`src/hdl/mplk_pkg.sv`:
```
package mplk_pkg;

	// internal oscillator clock
	localparam int unsigned CLK_HZ = 25_000_000;
	// carrier period in oscillator cycles
	localparam int unsigned CARRIER_CYCLES = 252;
	// lock timer intervals in timer oscillator ticks
	localparam int unsigned LOCK_DRIVE_TICKS = 500;
	localparam int unsigned LOCK_STOP_TICKS = 3000;
	// hall speed limits, in hertz
	localparam int unsigned HALL_FWD_LIMIT_HZ = 1;
	localparam int unsigned HALL_REV_LIMIT_HZ = 5;
	// shortest electrical period that already counts as slow
	localparam int unsigned HALL_FWD_LIMIT_CYCLES = CLK_HZ / HALL_FWD_LIMIT_HZ;
	localparam int unsigned HALL_REV_LIMIT_CYCLES = CLK_HZ / HALL_REV_LIMIT_HZ;
	localparam int unsigned HALL_CNT_W = 26;
	localparam int unsigned LOCK_CNT_W = 12;

	// register byte offsets
	localparam logic [7:0] REG_CONTROL = 8'h00;
	localparam logic [7:0] REG_STATUS = 8'h04;
	localparam logic [7:0] REG_HALL_PERIOD = 8'h08;
	localparam logic [7:0] REG_LOCK_COUNT = 8'h0c;
	// control: bit0 output enable, bit1 lock detection enable
	localparam int unsigned CTRL_OUT_EN_BIT = 0;
	localparam int unsigned CTRL_LOCK_EN_BIT = 1;
	localparam logic [1:0] CTRL_RESET = 2'h3;
	localparam logic [1:0] RESP_OKAY = 2'h0;
	localparam logic [1:0] RESP_SLVERR = 2'h2;

	typedef enum logic [1:0] {
		METHOD_SQUARE_120,
		METHOD_SINE_180,
		METHOD_WIDE_150
	} mplk_method_type;

	typedef enum logic [1:0] {
		LOCK_IDLE,
		LOCK_DRIVE,
		LOCK_STOP
	} mplk_lock_state_type;

	// comparator flags and pins from outside the clock domain
	typedef struct packed {
		logic vsp_above_disable;
		logic vsp_above_run;
		logic overcurrent;
		logic undervoltage;
		logic overtemp_trip;
		logic [2:0] bootstrap_supply_low;
		logic hall_open;
		logic hall_u;
		logic hall_v;
		logic hall_w;
		logic lock_timer_input;
		logic lock_timer_open;
		logic lock_timer_grounded;
		logic direction_select;
		logic style_select;
	} mplk_pins_type;

	typedef struct packed {
		logic [2:0] high;
		logic [2:0] low;
	} mplk_gates_type;

	typedef struct packed {
		logic vsp_above_disable;
		logic vsp_above_run;
		logic [2:0] bootstrap_low;
		mplk_method_type method;
		logic slow_rev;
		logic slow_fwd;
		logic rotation_matches;
		logic rotation_cw;
		logic lock_drive;
		logic lock_stop;
		logic timer_open;
		logic overtemp;
		logic undervoltage;
		logic hall_bad;
		logic overcurrent_latch;
	} mplk_status_type;

	// successor of a hall code (u,v,w) for clockwise rotation
	function automatic logic [2:0] mplk_next_cw(input logic [2:0] code);
		unique case (code)
			3'h1: mplk_next_cw = 3'h3;
			3'h3: mplk_next_cw = 3'h2;
			3'h2: mplk_next_cw = 3'h6;
			3'h6: mplk_next_cw = 3'h4;
			3'h4: mplk_next_cw = 3'h5;
			3'h5: mplk_next_cw = 3'h1;
			default: mplk_next_cw = 3'h0;
		endcase
	endfunction

	function automatic logic mplk_hall_invalid(input logic [2:0] code);
		mplk_hall_invalid = (code == 3'h0) || (code == 3'h7);
	endfunction

endpackage

```
`src/hdl/mplk_top.sv`:
```
// Notes on behaviour
// - current-sense trip blocks gates and forces all three phases off.
// - overcurrent latch clears each carrier period; drive resumes if fault gone.
// - carrier period is 252 oscillator cycles.
// - hall all-high, all-low or open forces all phase outputs off.
// - any other hall code re-enables outputs with no further action.
// - undervoltage flag holds all phase outputs off.
// - low bootstrap supply turns off that high-side output.
// - overtemperature turns off every output until the flag clears.
// - locked motor repeats drive then stop six times as long.
// - lock counter counts only while speed command is above run level.
// - matching rotation engages lock at or below forward speed limit.
// - opposing rotation engages lock at or below reverse speed limit.
// - every phase output is off during a lock stop interval.
// - command at disable level resets counter and stop; restart from zero.
// - drive interval 500 ticks, stop interval 3000 timer ticks.
// - no low-side bootstrap refresh pulses during a lock stop.
// - open lock-timer input forces stop mode with outputs off.
// - grounded lock-timer input keeps lock counter idle; driving continues.
// - matching rotation above limit: sine 180 when style low, wide 150 high.
// - below limit or opposing rotation: square 120 regardless of style.
`timescale 1ns/100ps
`default_nettype none
module mplk_top #(
	parameter int unsigned FWD_LIMIT_CYCLES = mplk_pkg::HALL_FWD_LIMIT_CYCLES,
	parameter int unsigned REV_LIMIT_CYCLES = mplk_pkg::HALL_REV_LIMIT_CYCLES
) (
	input wire logic i_clk,
	input wire logic i_rst,
	input wire mplk_pkg::mplk_pins_type i_pins,
	input wire mplk_pkg::mplk_gates_type i_comm,
	output mplk_pkg::mplk_gates_type o_gates,
	output mplk_pkg::mplk_method_type o_drive_method,
	output logic o_lock_stop,
	input wire logic [7:0] i_awaddr,
	input wire logic i_awvalid,
	output logic o_awready,
	input wire logic [31:0] i_wdata,
	input wire logic [3:0] i_wstrb,
	input wire logic i_wvalid,
	output logic o_wready,
	output logic [1:0] o_bresp,
	output logic o_bvalid,
	input wire logic i_bready,
	input wire logic [7:0] i_araddr,
	input wire logic i_arvalid,
	output logic o_arready,
	output logic [31:0] o_rdata,
	output logic [1:0] o_rresp,
	output logic o_rvalid,
	input wire logic i_rready
);
	import mplk_pkg::*;

	////////////////////////////////////////////////////////////////////////////
	// pin synchronisation

	mplk_pins_type pins;

	mplk_sync #(
		.WIDTH($bits(mplk_pins_type))
	) u_sync (
		.i_clk(i_clk),
		.i_rst(i_rst),
		.i_async(i_pins),
		.o_sync(pins)
	);

	logic [1:0] control;
	logic out_enable;
	logic lock_enable;
	assign out_enable = control[CTRL_OUT_EN_BIT];
	assign lock_enable = control[CTRL_LOCK_EN_BIT];

	////////////////////////////////////////////////////////////////////////////
	// overcurrent latch paced by the carrier

	logic [7:0] carrier_cnt;
	logic carrier_end;
	logic oc_latch;

	assign carrier_end = (carrier_cnt == 8'(CARRIER_CYCLES - 1));

	always_ff @(posedge i_clk)
	begin
		if (i_rst || carrier_end)
			carrier_cnt <= '0;
		else
			carrier_cnt <= carrier_cnt + 8'h01;
	end

	// a trip in the clearing cycle wins, so no trip is lost
	always_ff @(posedge i_clk)
	begin
		if (i_rst)
			oc_latch <= 1'b0;
		else
			oc_latch <= pins.overcurrent | (oc_latch & ~carrier_end);
	end

	////////////////////////////////////////////////////////////////////////////
	// hall code, direction and speed

	logic [2:0] hall_code;
	logic [2:0] prev_code;
	logic hall_bad;
	logic hall_u_prev;
	logic hall_u_rise;
	logic rotation_cw;
	logic rotation_matches;
	logic [HALL_CNT_W-1:0] hall_cnt;
	logic [HALL_CNT_W-1:0] hall_period;
	logic slow_fwd;
	logic slow_rev;

	assign hall_code = {pins.hall_u, pins.hall_v, pins.hall_w};
	assign hall_bad = mplk_hall_invalid(hall_code) | pins.hall_open;
	assign hall_u_rise = pins.hall_u & ~hall_u_prev;
	assign rotation_matches = (rotation_cw == pins.direction_select);

	always_ff @(posedge i_clk)
	begin
		if (i_rst)
		begin
			prev_code <= 3'h0;
			hall_u_prev <= 1'b0;
		end
		else
		begin
			prev_code <= hall_code;
			hall_u_prev <= pins.hall_u;
		end
	end

	// direction judged on each valid step of the code
	always_ff @(posedge i_clk)
	begin
		if (i_rst)
			rotation_cw <= 1'b1;
		else if (hall_code != prev_code && !mplk_hall_invalid(hall_code)
			&& !mplk_hall_invalid(prev_code))
			rotation_cw <= (hall_code == mplk_next_cw(prev_code));
	end

	// electrical period measured between rising edges of phase u
	always_ff @(posedge i_clk)
	begin
		if (i_rst || hall_u_rise)
			hall_cnt <= '0;
		else if (hall_cnt != '1)
			hall_cnt <= hall_cnt + HALL_CNT_W'(1);
	end

	always_ff @(posedge i_clk)
	begin
		if (i_rst)
			hall_period <= '1;
		else if (hall_u_rise)
			hall_period <= hall_cnt;
	end

	// a stalled rotor never gives an edge, so the running count also counts
	always_ff @(posedge i_clk)
	begin
		if (i_rst)
		begin
			slow_fwd <= 1'b1;
			slow_rev <= 1'b1;
		end
		else
		begin
			slow_fwd <= (hall_period >= HALL_CNT_W'(FWD_LIMIT_CYCLES))
				|| (hall_cnt >= HALL_CNT_W'(FWD_LIMIT_CYCLES));
			slow_rev <= (hall_period >= HALL_CNT_W'(REV_LIMIT_CYCLES))
				|| (hall_cnt >= HALL_CNT_W'(REV_LIMIT_CYCLES));
		end
	end

	////////////////////////////////////////////////////////////////////////////
	// drive method

	mplk_method_type method;

	always_ff @(posedge i_clk)
	begin
		if (i_rst)
			method <= METHOD_SQUARE_120;
		else if (!rotation_matches || slow_fwd)
			method <= METHOD_SQUARE_120;
		else if (pins.style_select)
			method <= METHOD_WIDE_150;
		else
			method <= METHOD_SINE_180;
	end

	////////////////////////////////////////////////////////////////////////////
	// lock detection

	mplk_lock_state_type lock_state;
	logic [LOCK_CNT_W-1:0] lock_cnt;
	logic timer_prev;
	logic timer_tick;
	logic locked;
	logic lock_stop;

	assign timer_tick = pins.lock_timer_input & ~timer_prev;
	assign locked = rotation_matches ? slow_fwd : slow_rev;
	assign lock_stop = (lock_state == LOCK_STOP);

	always_ff @(posedge i_clk)
	begin
		if (i_rst)
			timer_prev <= 1'b0;
		else
			timer_prev <= pins.lock_timer_input;
	end

	// held but not cleared between the disable and run levels
	always_ff @(posedge i_clk)
	begin
		if (i_rst || !pins.vsp_above_disable)
		begin
			lock_state <= LOCK_IDLE;
			lock_cnt <= '0;
		end
		else if (pins.lock_timer_grounded || !lock_enable)
		begin
			lock_state <= LOCK_IDLE;
			lock_cnt <= '0;
		end
		else if (pins.vsp_above_run)
		begin
			unique case (lock_state)
				LOCK_IDLE:
				begin
					lock_state <= LOCK_DRIVE;
					lock_cnt <= '0;
				end
				LOCK_DRIVE:
				begin
					if (timer_tick)
					begin
						if (lock_cnt == LOCK_CNT_W'(LOCK_DRIVE_TICKS - 1))
						begin
							lock_cnt <= '0;
							if (locked)
								lock_state <= LOCK_STOP;
						end
						else
							lock_cnt <= lock_cnt + LOCK_CNT_W'(1);
					end
				end
				LOCK_STOP:
				begin
					if (timer_tick)
					begin
						if (lock_cnt == LOCK_CNT_W'(LOCK_STOP_TICKS - 1))
						begin
							lock_cnt <= '0;
							lock_state <= LOCK_DRIVE;
						end
						else
							lock_cnt <= lock_cnt + LOCK_CNT_W'(1);
					end
				end
			endcase
		end
	end

	////////////////////////////////////////////////////////////////////////////
	// output gating

	logic all_off;

	assign all_off = ~pins.vsp_above_disable | oc_latch | hall_bad
		| pins.undervoltage | pins.overtemp_trip | lock_stop
		| pins.lock_timer_open | ~out_enable;

	always_ff @(posedge i_clk)
	begin
		if (i_rst)
		begin
			o_gates <= '0;
			o_drive_method <= METHOD_SQUARE_120;
			o_lock_stop <= 1'b0;
		end
		else
		begin
			// low side refresh pulses ride on i_comm.low, so stop masks them
			o_gates.low <= all_off ? 3'h0 : i_comm.low;
			o_gates.high <= (all_off ? 3'h0 : i_comm.high)
				& ~pins.bootstrap_supply_low;
			o_drive_method <= method;
			o_lock_stop <= lock_stop | pins.lock_timer_open;
		end
	end

	////////////////////////////////////////////////////////////////////////////
	// status word

	mplk_status_type status;

	always_comb
	begin
		status.vsp_above_disable = pins.vsp_above_disable;
		status.vsp_above_run = pins.vsp_above_run;
		status.bootstrap_low = pins.bootstrap_supply_low;
		status.method = method;
		status.slow_rev = slow_rev;
		status.slow_fwd = slow_fwd;
		status.rotation_matches = rotation_matches;
		status.rotation_cw = rotation_cw;
		status.lock_drive = (lock_state == LOCK_DRIVE);
		status.lock_stop = lock_stop;
		status.timer_open = pins.lock_timer_open;
		status.overtemp = pins.overtemp_trip;
		status.undervoltage = pins.undervoltage;
		status.hall_bad = hall_bad;
		status.overcurrent_latch = oc_latch;
	end

	////////////////////////////////////////////////////////////////////////////
	// axi4-lite slave

	logic aw_held;
	logic w_held;
	logic [7:0] aw_addr;
	logic [31:0] w_data;
	logic [3:0] w_strb;
	logic do_write;

	assign o_awready = ~aw_held & ~o_bvalid;
	assign o_wready = ~w_held & ~o_bvalid;
	assign do_write = aw_held & w_held & ~o_bvalid;

	// address and data are taken in either order, answer follows both
	always_ff @(posedge i_clk)
	begin
		if (i_rst)
		begin
			aw_held <= 1'b0;
			aw_addr <= 8'h00;
		end
		else if (i_awvalid && o_awready)
		begin
			aw_held <= 1'b1;
			aw_addr <= i_awaddr;
		end
		else if (do_write)
			aw_held <= 1'b0;
	end

	always_ff @(posedge i_clk)
	begin
		if (i_rst)
		begin
			w_held <= 1'b0;
			w_data <= 32'h0000_0000;
			w_strb <= 4'h0;
		end
		else if (i_wvalid && o_wready)
		begin
			w_held <= 1'b1;
			w_data <= i_wdata;
			w_strb <= i_wstrb;
		end
		else if (do_write)
			w_held <= 1'b0;
	end

	always_ff @(posedge i_clk)
	begin
		if (i_rst)
			control <= CTRL_RESET;
		else if (do_write && aw_addr[7:2] == REG_CONTROL[7:2] && w_strb[0])
			control <= w_data[1:0];
	end

	// read-only registers accept writes silently; unmapped ones refuse
	always_ff @(posedge i_clk)
	begin
		if (i_rst)
		begin
			o_bvalid <= 1'b0;
			o_bresp <= RESP_OKAY;
		end
		else if (do_write)
		begin
			o_bvalid <= 1'b1;
			o_bresp <= (aw_addr[7:4] == 4'h0) ? RESP_OKAY : RESP_SLVERR;
		end
		else if (i_bready)
			o_bvalid <= 1'b0;
	end

	assign o_arready = ~o_rvalid;

	always_ff @(posedge i_clk)
	begin
		if (i_rst)
		begin
			o_rvalid <= 1'b0;
			o_rdata <= 32'h0000_0000;
			o_rresp <= RESP_OKAY;
		end
		else if (i_arvalid && o_arready)
		begin
			o_rvalid <= 1'b1;
			o_rresp <= RESP_OKAY;
			unique case (i_araddr[7:2])
				REG_CONTROL[7:2]: o_rdata <= {30'h0, control};
				REG_STATUS[7:2]: o_rdata <= 32'(status);
				REG_HALL_PERIOD[7:2]: o_rdata <= 32'(hall_period);
				REG_LOCK_COUNT[7:2]: o_rdata <= {14'h0, lock_state, 4'h0, lock_cnt};
				default:
				begin
					o_rdata <= 32'h0000_0000;
					o_rresp <= RESP_SLVERR;
				end
			endcase
		end
		else if (i_rready)
			o_rvalid <= 1'b0;
	end

endmodule // mplk_top
`default_nettype wire

```
`src/hdl/mplk_sync.sv`:
```
`timescale 1ns/100ps
`default_nettype none
module mplk_sync #(
	parameter int unsigned WIDTH = 1
) (
	input wire logic i_clk,
	input wire logic i_rst,
	input wire logic [WIDTH-1:0] i_async,
	output logic [WIDTH-1:0] o_sync
);

	logic [WIDTH-1:0] stage1;
	logic [WIDTH-1:0] stage2;
	logic [WIDTH-1:0] stage3;

	always_ff @(posedge i_clk)
	begin
		if (i_rst)
		begin
			stage1 <= '0;
			stage2 <= '0;
			stage3 <= '0;
		end
		else
		begin
			stage1 <= i_async;
			stage2 <= stage1;
			stage3 <= stage2;
		end
	end

	// a bit changes only once the last two stages agree
	genvar g;
	generate
		for (g = 0; g < WIDTH; g++)
		begin : g_bit
			always_ff @(posedge i_clk)
			begin
				if (i_rst)
					o_sync[g] <= 1'b0;
				else if (stage2[g] == stage3[g])
					o_sync[g] <= stage3[g];
			end
		end
	endgenerate

endmodule // mplk_sync
`default_nettype wire

```
`config.mk`:
```
export PLATFORM = sky130hd
export DESIGN_NAME = mplk_top
export DESIGN_NICKNAME = d
export VERILOG_FILES = /design/src/hdl/mplk_pkg.sv /design/src/hdl/mplk_top.sv /design/src/hdl/mplk_sync.sv
export SDC_FILE = /design/constraint.sdc
export NUM_CORES = 1
export LEC_CHECK = 0
export BUFFER_PORTS_ARGS = -buffer_cell sky130_fd_sc_hd__buf_4
export CORE_UTILIZATION = 35
export DETAILED_ROUTE_END_ITERATION = 16
export SYNTH_ARGS = -nofsm -noshare
export SYNTH_HDL_FRONTEND = slang
export SYNTH_SLANG_ARGS = --single-unit
export TNS_END_PERCENT = 100
```
`constraint.sdc`:
```
create_clock -name i_clk -period 2.4 [get_ports i_clk]
set_clock_uncertainty 0.15 [all_clocks]
set_input_delay 0.24 -clock i_clk [delete_from_list [all_inputs] [get_ports i_clk]]
set_output_delay 0.24 -clock i_clk [all_outputs]
set_load 0.1 [all_outputs]
```
## After elaboration in Yosys (flattened, before gate mapping)

Cells that the tools add are included.

- Add/subtract/negate cells: 3
- Multiply operators: 0
- Div/mod/pow operators: 0
- $lt $le $gt $ge: 4
- Equal/unequal tests: 42
- Shift-type cells: 0
- Multiplexer cells: 27
- Bitwise gates (word level): 28
- Reductions and logical operators: 37

Operator list:

| operator | count |
|---|---|
| one-hot mux 26 bit (4 select lines) | 1 |
| greater-or-equal comparator 26 x 23 -> 1 bit, second input constant | 2 |
| greater-or-equal comparator 26 x 25 -> 1 bit, second input constant | 2 |
| 2-to-1 mux 12 bit | 4 |
| one-hot mux 12 bit (3 select lines) | 1 |
| adder 26 x 1 -> 26 bit, second input constant | 1 |
| inequality test 26 bit, second input constant | 1 |
| == test 1 bit | 18 |
| one-hot mux 3 bit (6 select lines) | 1 |
| 2-to-1 mux 2 bit | 8 |
| == test 3 bit, second input constant | 5 |
| adder 12 x 1 -> 12 bit, second input constant | 1 |
| == test 12 bit, second input constant | 1 |
| == test 12 x 9 -> 1 bit, second input constant | 1 |
| == test 6 x 2 -> 1 bit, second input constant | 2 |
| logical NOT 6 bit | 2 |
| OR 1 bit | 10 |
| logical OR 1 bit | 9 |
| 2-to-1 mux 3 bit | 3 |
| inverter 1 bit | 9 |
| adder 8 x 1 -> 8 bit, second input constant | 1 |
| == test 8 bit, second input constant | 1 |
| 2-to-1 mux 1 bit | 8 |
| nonzero test 2 bit | 4 |
| other kinds (22) | 45 |

- Register bits after elaboration: 215
- Bits in latches: 0
- Bits in writable memories: 0
- ROM bits: 0
- Input port bits: 82
- Output and inout port bits: 50
- Word-level logic and storage cells: 189
- Memories kept: 0

## Longest topological paths before layout

- Word-level depth: 11
- Depth in mapped cells: 8
- Gate-level depth less buffers: 7

## Modules after synthesis

From an unflattened synthesis, not the netlist that was laid out.

- Cell total of the unflattened synthesis: 920
- Area total of the unflattened synthesis: 8353.0 um2

Modules (own cells, without submodules):

| module | times used | cells each | area each (um2) | sequential area each (um2) |
|---|---|---|---|---|
| mplk_top | 1 | 743 | 6384.9 | 2722.6 |
| mplk_sync | 1 | 177 | 1968.1 | 1361.3 |

## Worst setup path after synthesis

No wires, ideal clock.

- Path kind: flip-flop to flip-flop
- Start point: register o_bvalid
- End point: register aw_addr[4]
- Setup time: 128 ps
- Data arrival time: 2942 ps
- Data required time: 2122 ps
- Setup slack: -819 ps
- Stages on the path, launching flop included: 6
- Path buffers: 1
- Clock period less this slack: 3219 ps
- Path through: dfxtp_1 -> nor2_1 -> and2_1 -> clkbuf_1 -> mux2i_1 -> nor2_1

- Longest elaborated chain between the ends: 3

Ends and longest elaborated chain:

| element | RTL line | source |
|---|---|---|
| start, declared | mplk_top.sv:43 | `output logic o_bvalid,` |
| start signal, assigned | mplk_top.sv:384 | `o_bvalid <= 1'b0;` |
| start signal, assigned | mplk_top.sv:389 | `o_bvalid <= 1'b1;` |
| start signal, assigned | mplk_top.sv:393 | `o_bvalid <= 1'b0;` |
| inverter 1 bit | mplk_top.sv:332 | `assign o_awready = ~aw_held & ~o_bvalid;` |
| AND 1 bit | mplk_top.sv:332 |  |
| via o_awready | mplk_top.sv:37 | `output logic o_awready,` |
| logical AND 1 bit | mplk_top.sv:344 | `else if (i_awvalid && o_awready)` |
| end signal, assigned | mplk_top.sv:347 | `aw_addr <= i_awaddr;` |
| end, declared | mplk_top.sv:327 | `logic [7:0] aw_addr;` |

The timed path passes the listed nets, and every way through them passes these cells.
A chain may end at the register's enable or synchronous reset.

## Worst setup path in the final report

- Start point: register lock_state[0]
- End point: register lock_cnt[9]

- Longest elaborated chain between the ends: 3
- Elaborated cells between the ends (all ways): 7
- Classes of those cells: 4 x eq/ne; 1 x mux; 2 x reduce/logical

Ends and longest elaborated chain:

| element | RTL line | source |
|---|---|---|
| start, declared | mplk_top.sv:199 | `mplk_lock_state_type lock_state;` |
| start signal, assigned | mplk_top.sv:223 | `lock_state <= LOCK_IDLE;` |
| start signal, assigned | mplk_top.sv:228 | `lock_state <= LOCK_IDLE;` |
| start signal, assigned | mplk_top.sv:236 | `lock_state <= LOCK_DRIVE;` |
| == test 2 x 1 -> 1 bit or == test 2 bit (tied branches) | mplk_top.sv:233 | `unique case (lock_state)` |
| inequality test 2 bit (no line) | n/a |  |
| AND reduction 3 bit (no line) | n/a |  |
| end signal, assigned | mplk_top.sv:250 | `lock_cnt <= lock_cnt + LOCK_CNT_W'(1);` |
| end signal, assigned | mplk_top.sv:263 | `lock_cnt <= lock_cnt + LOCK_CNT_W'(1);` |
| end, declared | mplk_top.sv:200 | `logic [LOCK_CNT_W-1:0] lock_cnt;` |

Several ways; a longest one is shown, not always the timed one.

==> results.py <==
metrics = {
    "layout": {
        "fin_util_pct": 44.4,
        "area_growth_pct": 25.0,
        "finish.instance_area_sq_mm": 0.0104,
        "drive_above_1_share_pct": 17.1,
        "nets": 1108,
        "n_antenna_cell": 0,
        "final_cells": 1353,
    },
    "placement": {
        "place_congestion": 0.840,
        "placed_cells": 1279,
        "placed_area_sq_mm": 0.00926,
        "portBuffers": 86,
        "dpl.hpwl_microns": 13300,
    },
    "sta": {
        "slew_violations": 0,
        "timing.fmax_mhz": 474,
        "post-route-min-period_ns": 2.11,
        "holdWs_ns": 0.0357,
        "relSlewSlack_pct": 24.7,
        "worst_pin_slew_ns": 1.13,
        "setup_viol": 0,
        "hold_viol": 0,
        "rsz0062_at_grt": "no",
        "final.setup.tns_ns": 0,
        "fin_crit_sh_pct": 87.9,
    },
    "logic_synthesis": {
        "synth.avg_cell_area_sq_um": 9.16,
        "syn_inst": 907,
        "synth_cell_types": 71,
        "ys_warn_count": 0,
        "synth_edf_count": 0,
        "yosysMostFrequentCell": "dfxtp_1",
        "ys_ff_latch": 204,
        "synth_ff_type": "dfxtp_1",
        "yosysSeqAreaShare_pct": 49.1,
        "synth_area_leaders": "dfxtp_1 (49%), nor2b_1 (6.5%), nor2_1 (4.4%), a21oi_1 (3.6%), a211o_1 (3.1%)",
        "synth_top_area_cell": "dfxtp_1",
        "syn_area_sq_mm": 0.00831,
        "async_flop_share_pct": 0,
        "yosys.area.top_type_share_pct": 49.1,
        "synth_top_cells_by_count": "dfxtp_1 (204), nor2_1 (97), nor2b_1 (87), nand2_1 (60), a21oi_1 (59)",
    },
    "worst_setup_path": {
        "worstPathArrival_ns": 2.33,
        "start_kind": "flip-flop",
        "crit_chain": "inv_1, ha_1, nor2_1, o21ai_0, or4_1, xor2_1, nor2_1",
        "crit_path_frequent_cell": "nor2_1",
        "cp.depth": 7,
        "crit_path_end": "lock_cnt[9]",
        "path_buf_inv": 1,
        "timing.rr.start": "lock_state[0]",
        "cp_slowest_cell": "or4_1",
        "startpoint": "lock_state[0]",
        "reg2reg_slack_ns": 0.29,
        "max_stage_delay_ns": 0.55,
        "rr_worst_depth": 7,
        "end_kind": "flip-flop",
        "path_class": "reg -> reg",
        "crit_family": "simple AND/OR/NAND/NOR gates",
        "r2r_end": "lock_cnt[9]",
        "critical_path_required_ns": 2.63,
        "cp_max_fo": 6,
    },
    "clock_tree": {
        "clockBufferDepth": 3,
        "clk_pin_slew_ns": 0.06,
        "cts-root-buf": "clkbuf_16",
        "insertion_delay_ns": 0.50,
        "post-cts-setup-buffer-count": 0,
        "numCtsBuffers": 22,
        "htreeDepth": 1,
        "cts_tree": "done",
        "cts_sinks": 204,
    },
    "floorplanning": {
        "row_count": 56,
        "die_height_microns": 156,
        "boundaryPins": 132,
        "coreArea_sq_mm": 0.0234,
        "die_w_microns": 156,
        "dieArea_sq_mm": 0.0244,
        "start_util_pct": 35.5,
    },
    "outcome": {
        "outcome": "complete, no violations",
    },
    "power": {
        "peakVddDrop_v": 0.000446,
        "power.density_mw_per_mm2": 724,
        "leakage_uw": 0.00388,
    },
    "route": {
        "drt_iter0_markers": 449,
        "drc_errors": 0,
        "routed-via-count": 6643,
        "routed_wl_microns": 19100,
        "wl_per_cell_microns": 14.1,
        "vias_per_cell": 4.91,
        "firstDrtPassIters": 4,
        "ant_nets": 0,
    },
    "hold_path": {
        "min_path_type": "in -> reg",
        "whs_path_depth": 4,
    },
    "grt": {
        "grt.overflow.total": 0,
        "grt_pass1_wl_microns": 31600,
        "grt_max_degree": 63,
        "grt_use_total_pct": 15.9,
        "grt_pass1_vias": 6176,
        "antenna_found_initial": 0,
    },
    "run": {
        "cap_viol_max_count": 0,
    },
}
## worst min-delay path by stage
stage                        endpoint               from  slack [ns]
floorplan                    o_rvalid           i_rready        0.18
CTS                        o_rresp[1]          i_arvalid        0.03
global route               o_rresp[1]          i_arvalid        0.06
detailed placement   u_sync.stage2[4]   u_sync.stage1[4]        0.28
finish                     o_rresp[1]          i_arvalid        0.04
global placement    u_sync.stage2[14]  u_sync.stage1[14]        0.27
## flip-flops by register name (all words and copies together), names as in the netlist, 3 cells and up
register	flops
u_sync.stage2	17
u_sync.stage3	17
u_sync.stage1	17
o_gates	6
u_sync.o_sync	17
hall_cnt	26
prev_code	3
lock_cnt	12
hall_period	26
o_rdata	26
carrier_cnt	8
aw_addr	6
## per-stage QoR
stage / setup slack (ns) / total power, uW
2_1_floorplan: 0.0570 / 3900
3_3_place_gp: 0.220 / 4020
3_5_place_dp: 0.164 / 4020
4_1_cts: 0.138 / 7610
5_1_grt: 0.0120 / 7800
6_report: 0.291 / 7520
## kinds of logic after synthesis
kind of cell	count (synthesis)	synth area share, %
xor+xnor	23	2.42
mux	25	3.48
simple gates	382	25.0
buf+inv	79	4.20
flops	204	49.1
other cells	1	0.0451
fa+ha+maj	7	1.05
compound gates	186	14.6
## layer usage
metal | part of all wire (%) | global-route usage, % | up-vias
met5 | 0 | 0 | -
met4 | 2.4 | 4.72 | 0
met3 | 3.7 | 2.36 | 32
met2 | 46 | 26.3 | 119
met1 | 48 | 21.4 | 3094
li1 | - | - | 3398
## power by group
group / switching [uW] / total (uW) / internal, uW / leakage (uW)
clock: 1360 / 3530 / 2170 / 0.000376
combinational: 306 / 498 / 192 / 0.00185
sequential: 40.4 / 3490 / 3450 / 0.00166
total: 1700 / 7520 / 5810 / 0.00388
## cell type report
type                       instances  area [sq um]
fill                            2305         13000
sequential                       204          4090
multi-input combinational        631          3920
timing repair buffer             139          1130
clock buffer                      30           631
tap                              319           399
clock inverter                     9           138
inverter                          21          78.8
## cells in the final DEF, fill, tap and decap left out, types with 7 or more instances in the layout
cell type | Yosys | routed
a211o_1 | 29 | 29
dlygate4sd3_1 | 0 | 35
a21oi_1 | 59 | 59
buf_4 | 9 | 104
xor2_1 | 11 | 11
and3_1 | 12 | 12
o21ai_0 | 36 | 36
nor4_1 | 9 | 9
clkbuf_16 | 0 | 22
nand2_1 | 60 | 60
nor3_1 | 12 | 12
or3_1 | 13 | 13
dfxtp_1 | 204 | 202
nor2_1 | 97 | 95
mux2i_1 | 12 | 12
ha_1 | 7 | 7
inv_1 | 21 | 21
xnor2_1 | 12 | 12
nand4_1 | 11 | 11
o31ai_1 | 11 | 11
or4_1 | 9 | 9
conb_1 | 1 | 8
nor2b_1 | 87 | 87
nand3_1 | 23 | 23
and2_1 | 8 | 8
mux2_2 | 11 | 11
a22oi_1 | 23 | 23
## timing repair
action,in CTS,in global routing
endpoints found under the hold margin,34,0
gates resized for setup,0,1
endpoints found under the setup margin,0,7
hold buffers,35,0
## worst min-delay path, stage by stage
cell and delay (ns):
buf_4 0.11, nor2b_1 0.15, nor2_1 0.09, nor3_1 0.05
Power figures use the tool's default switching activity.
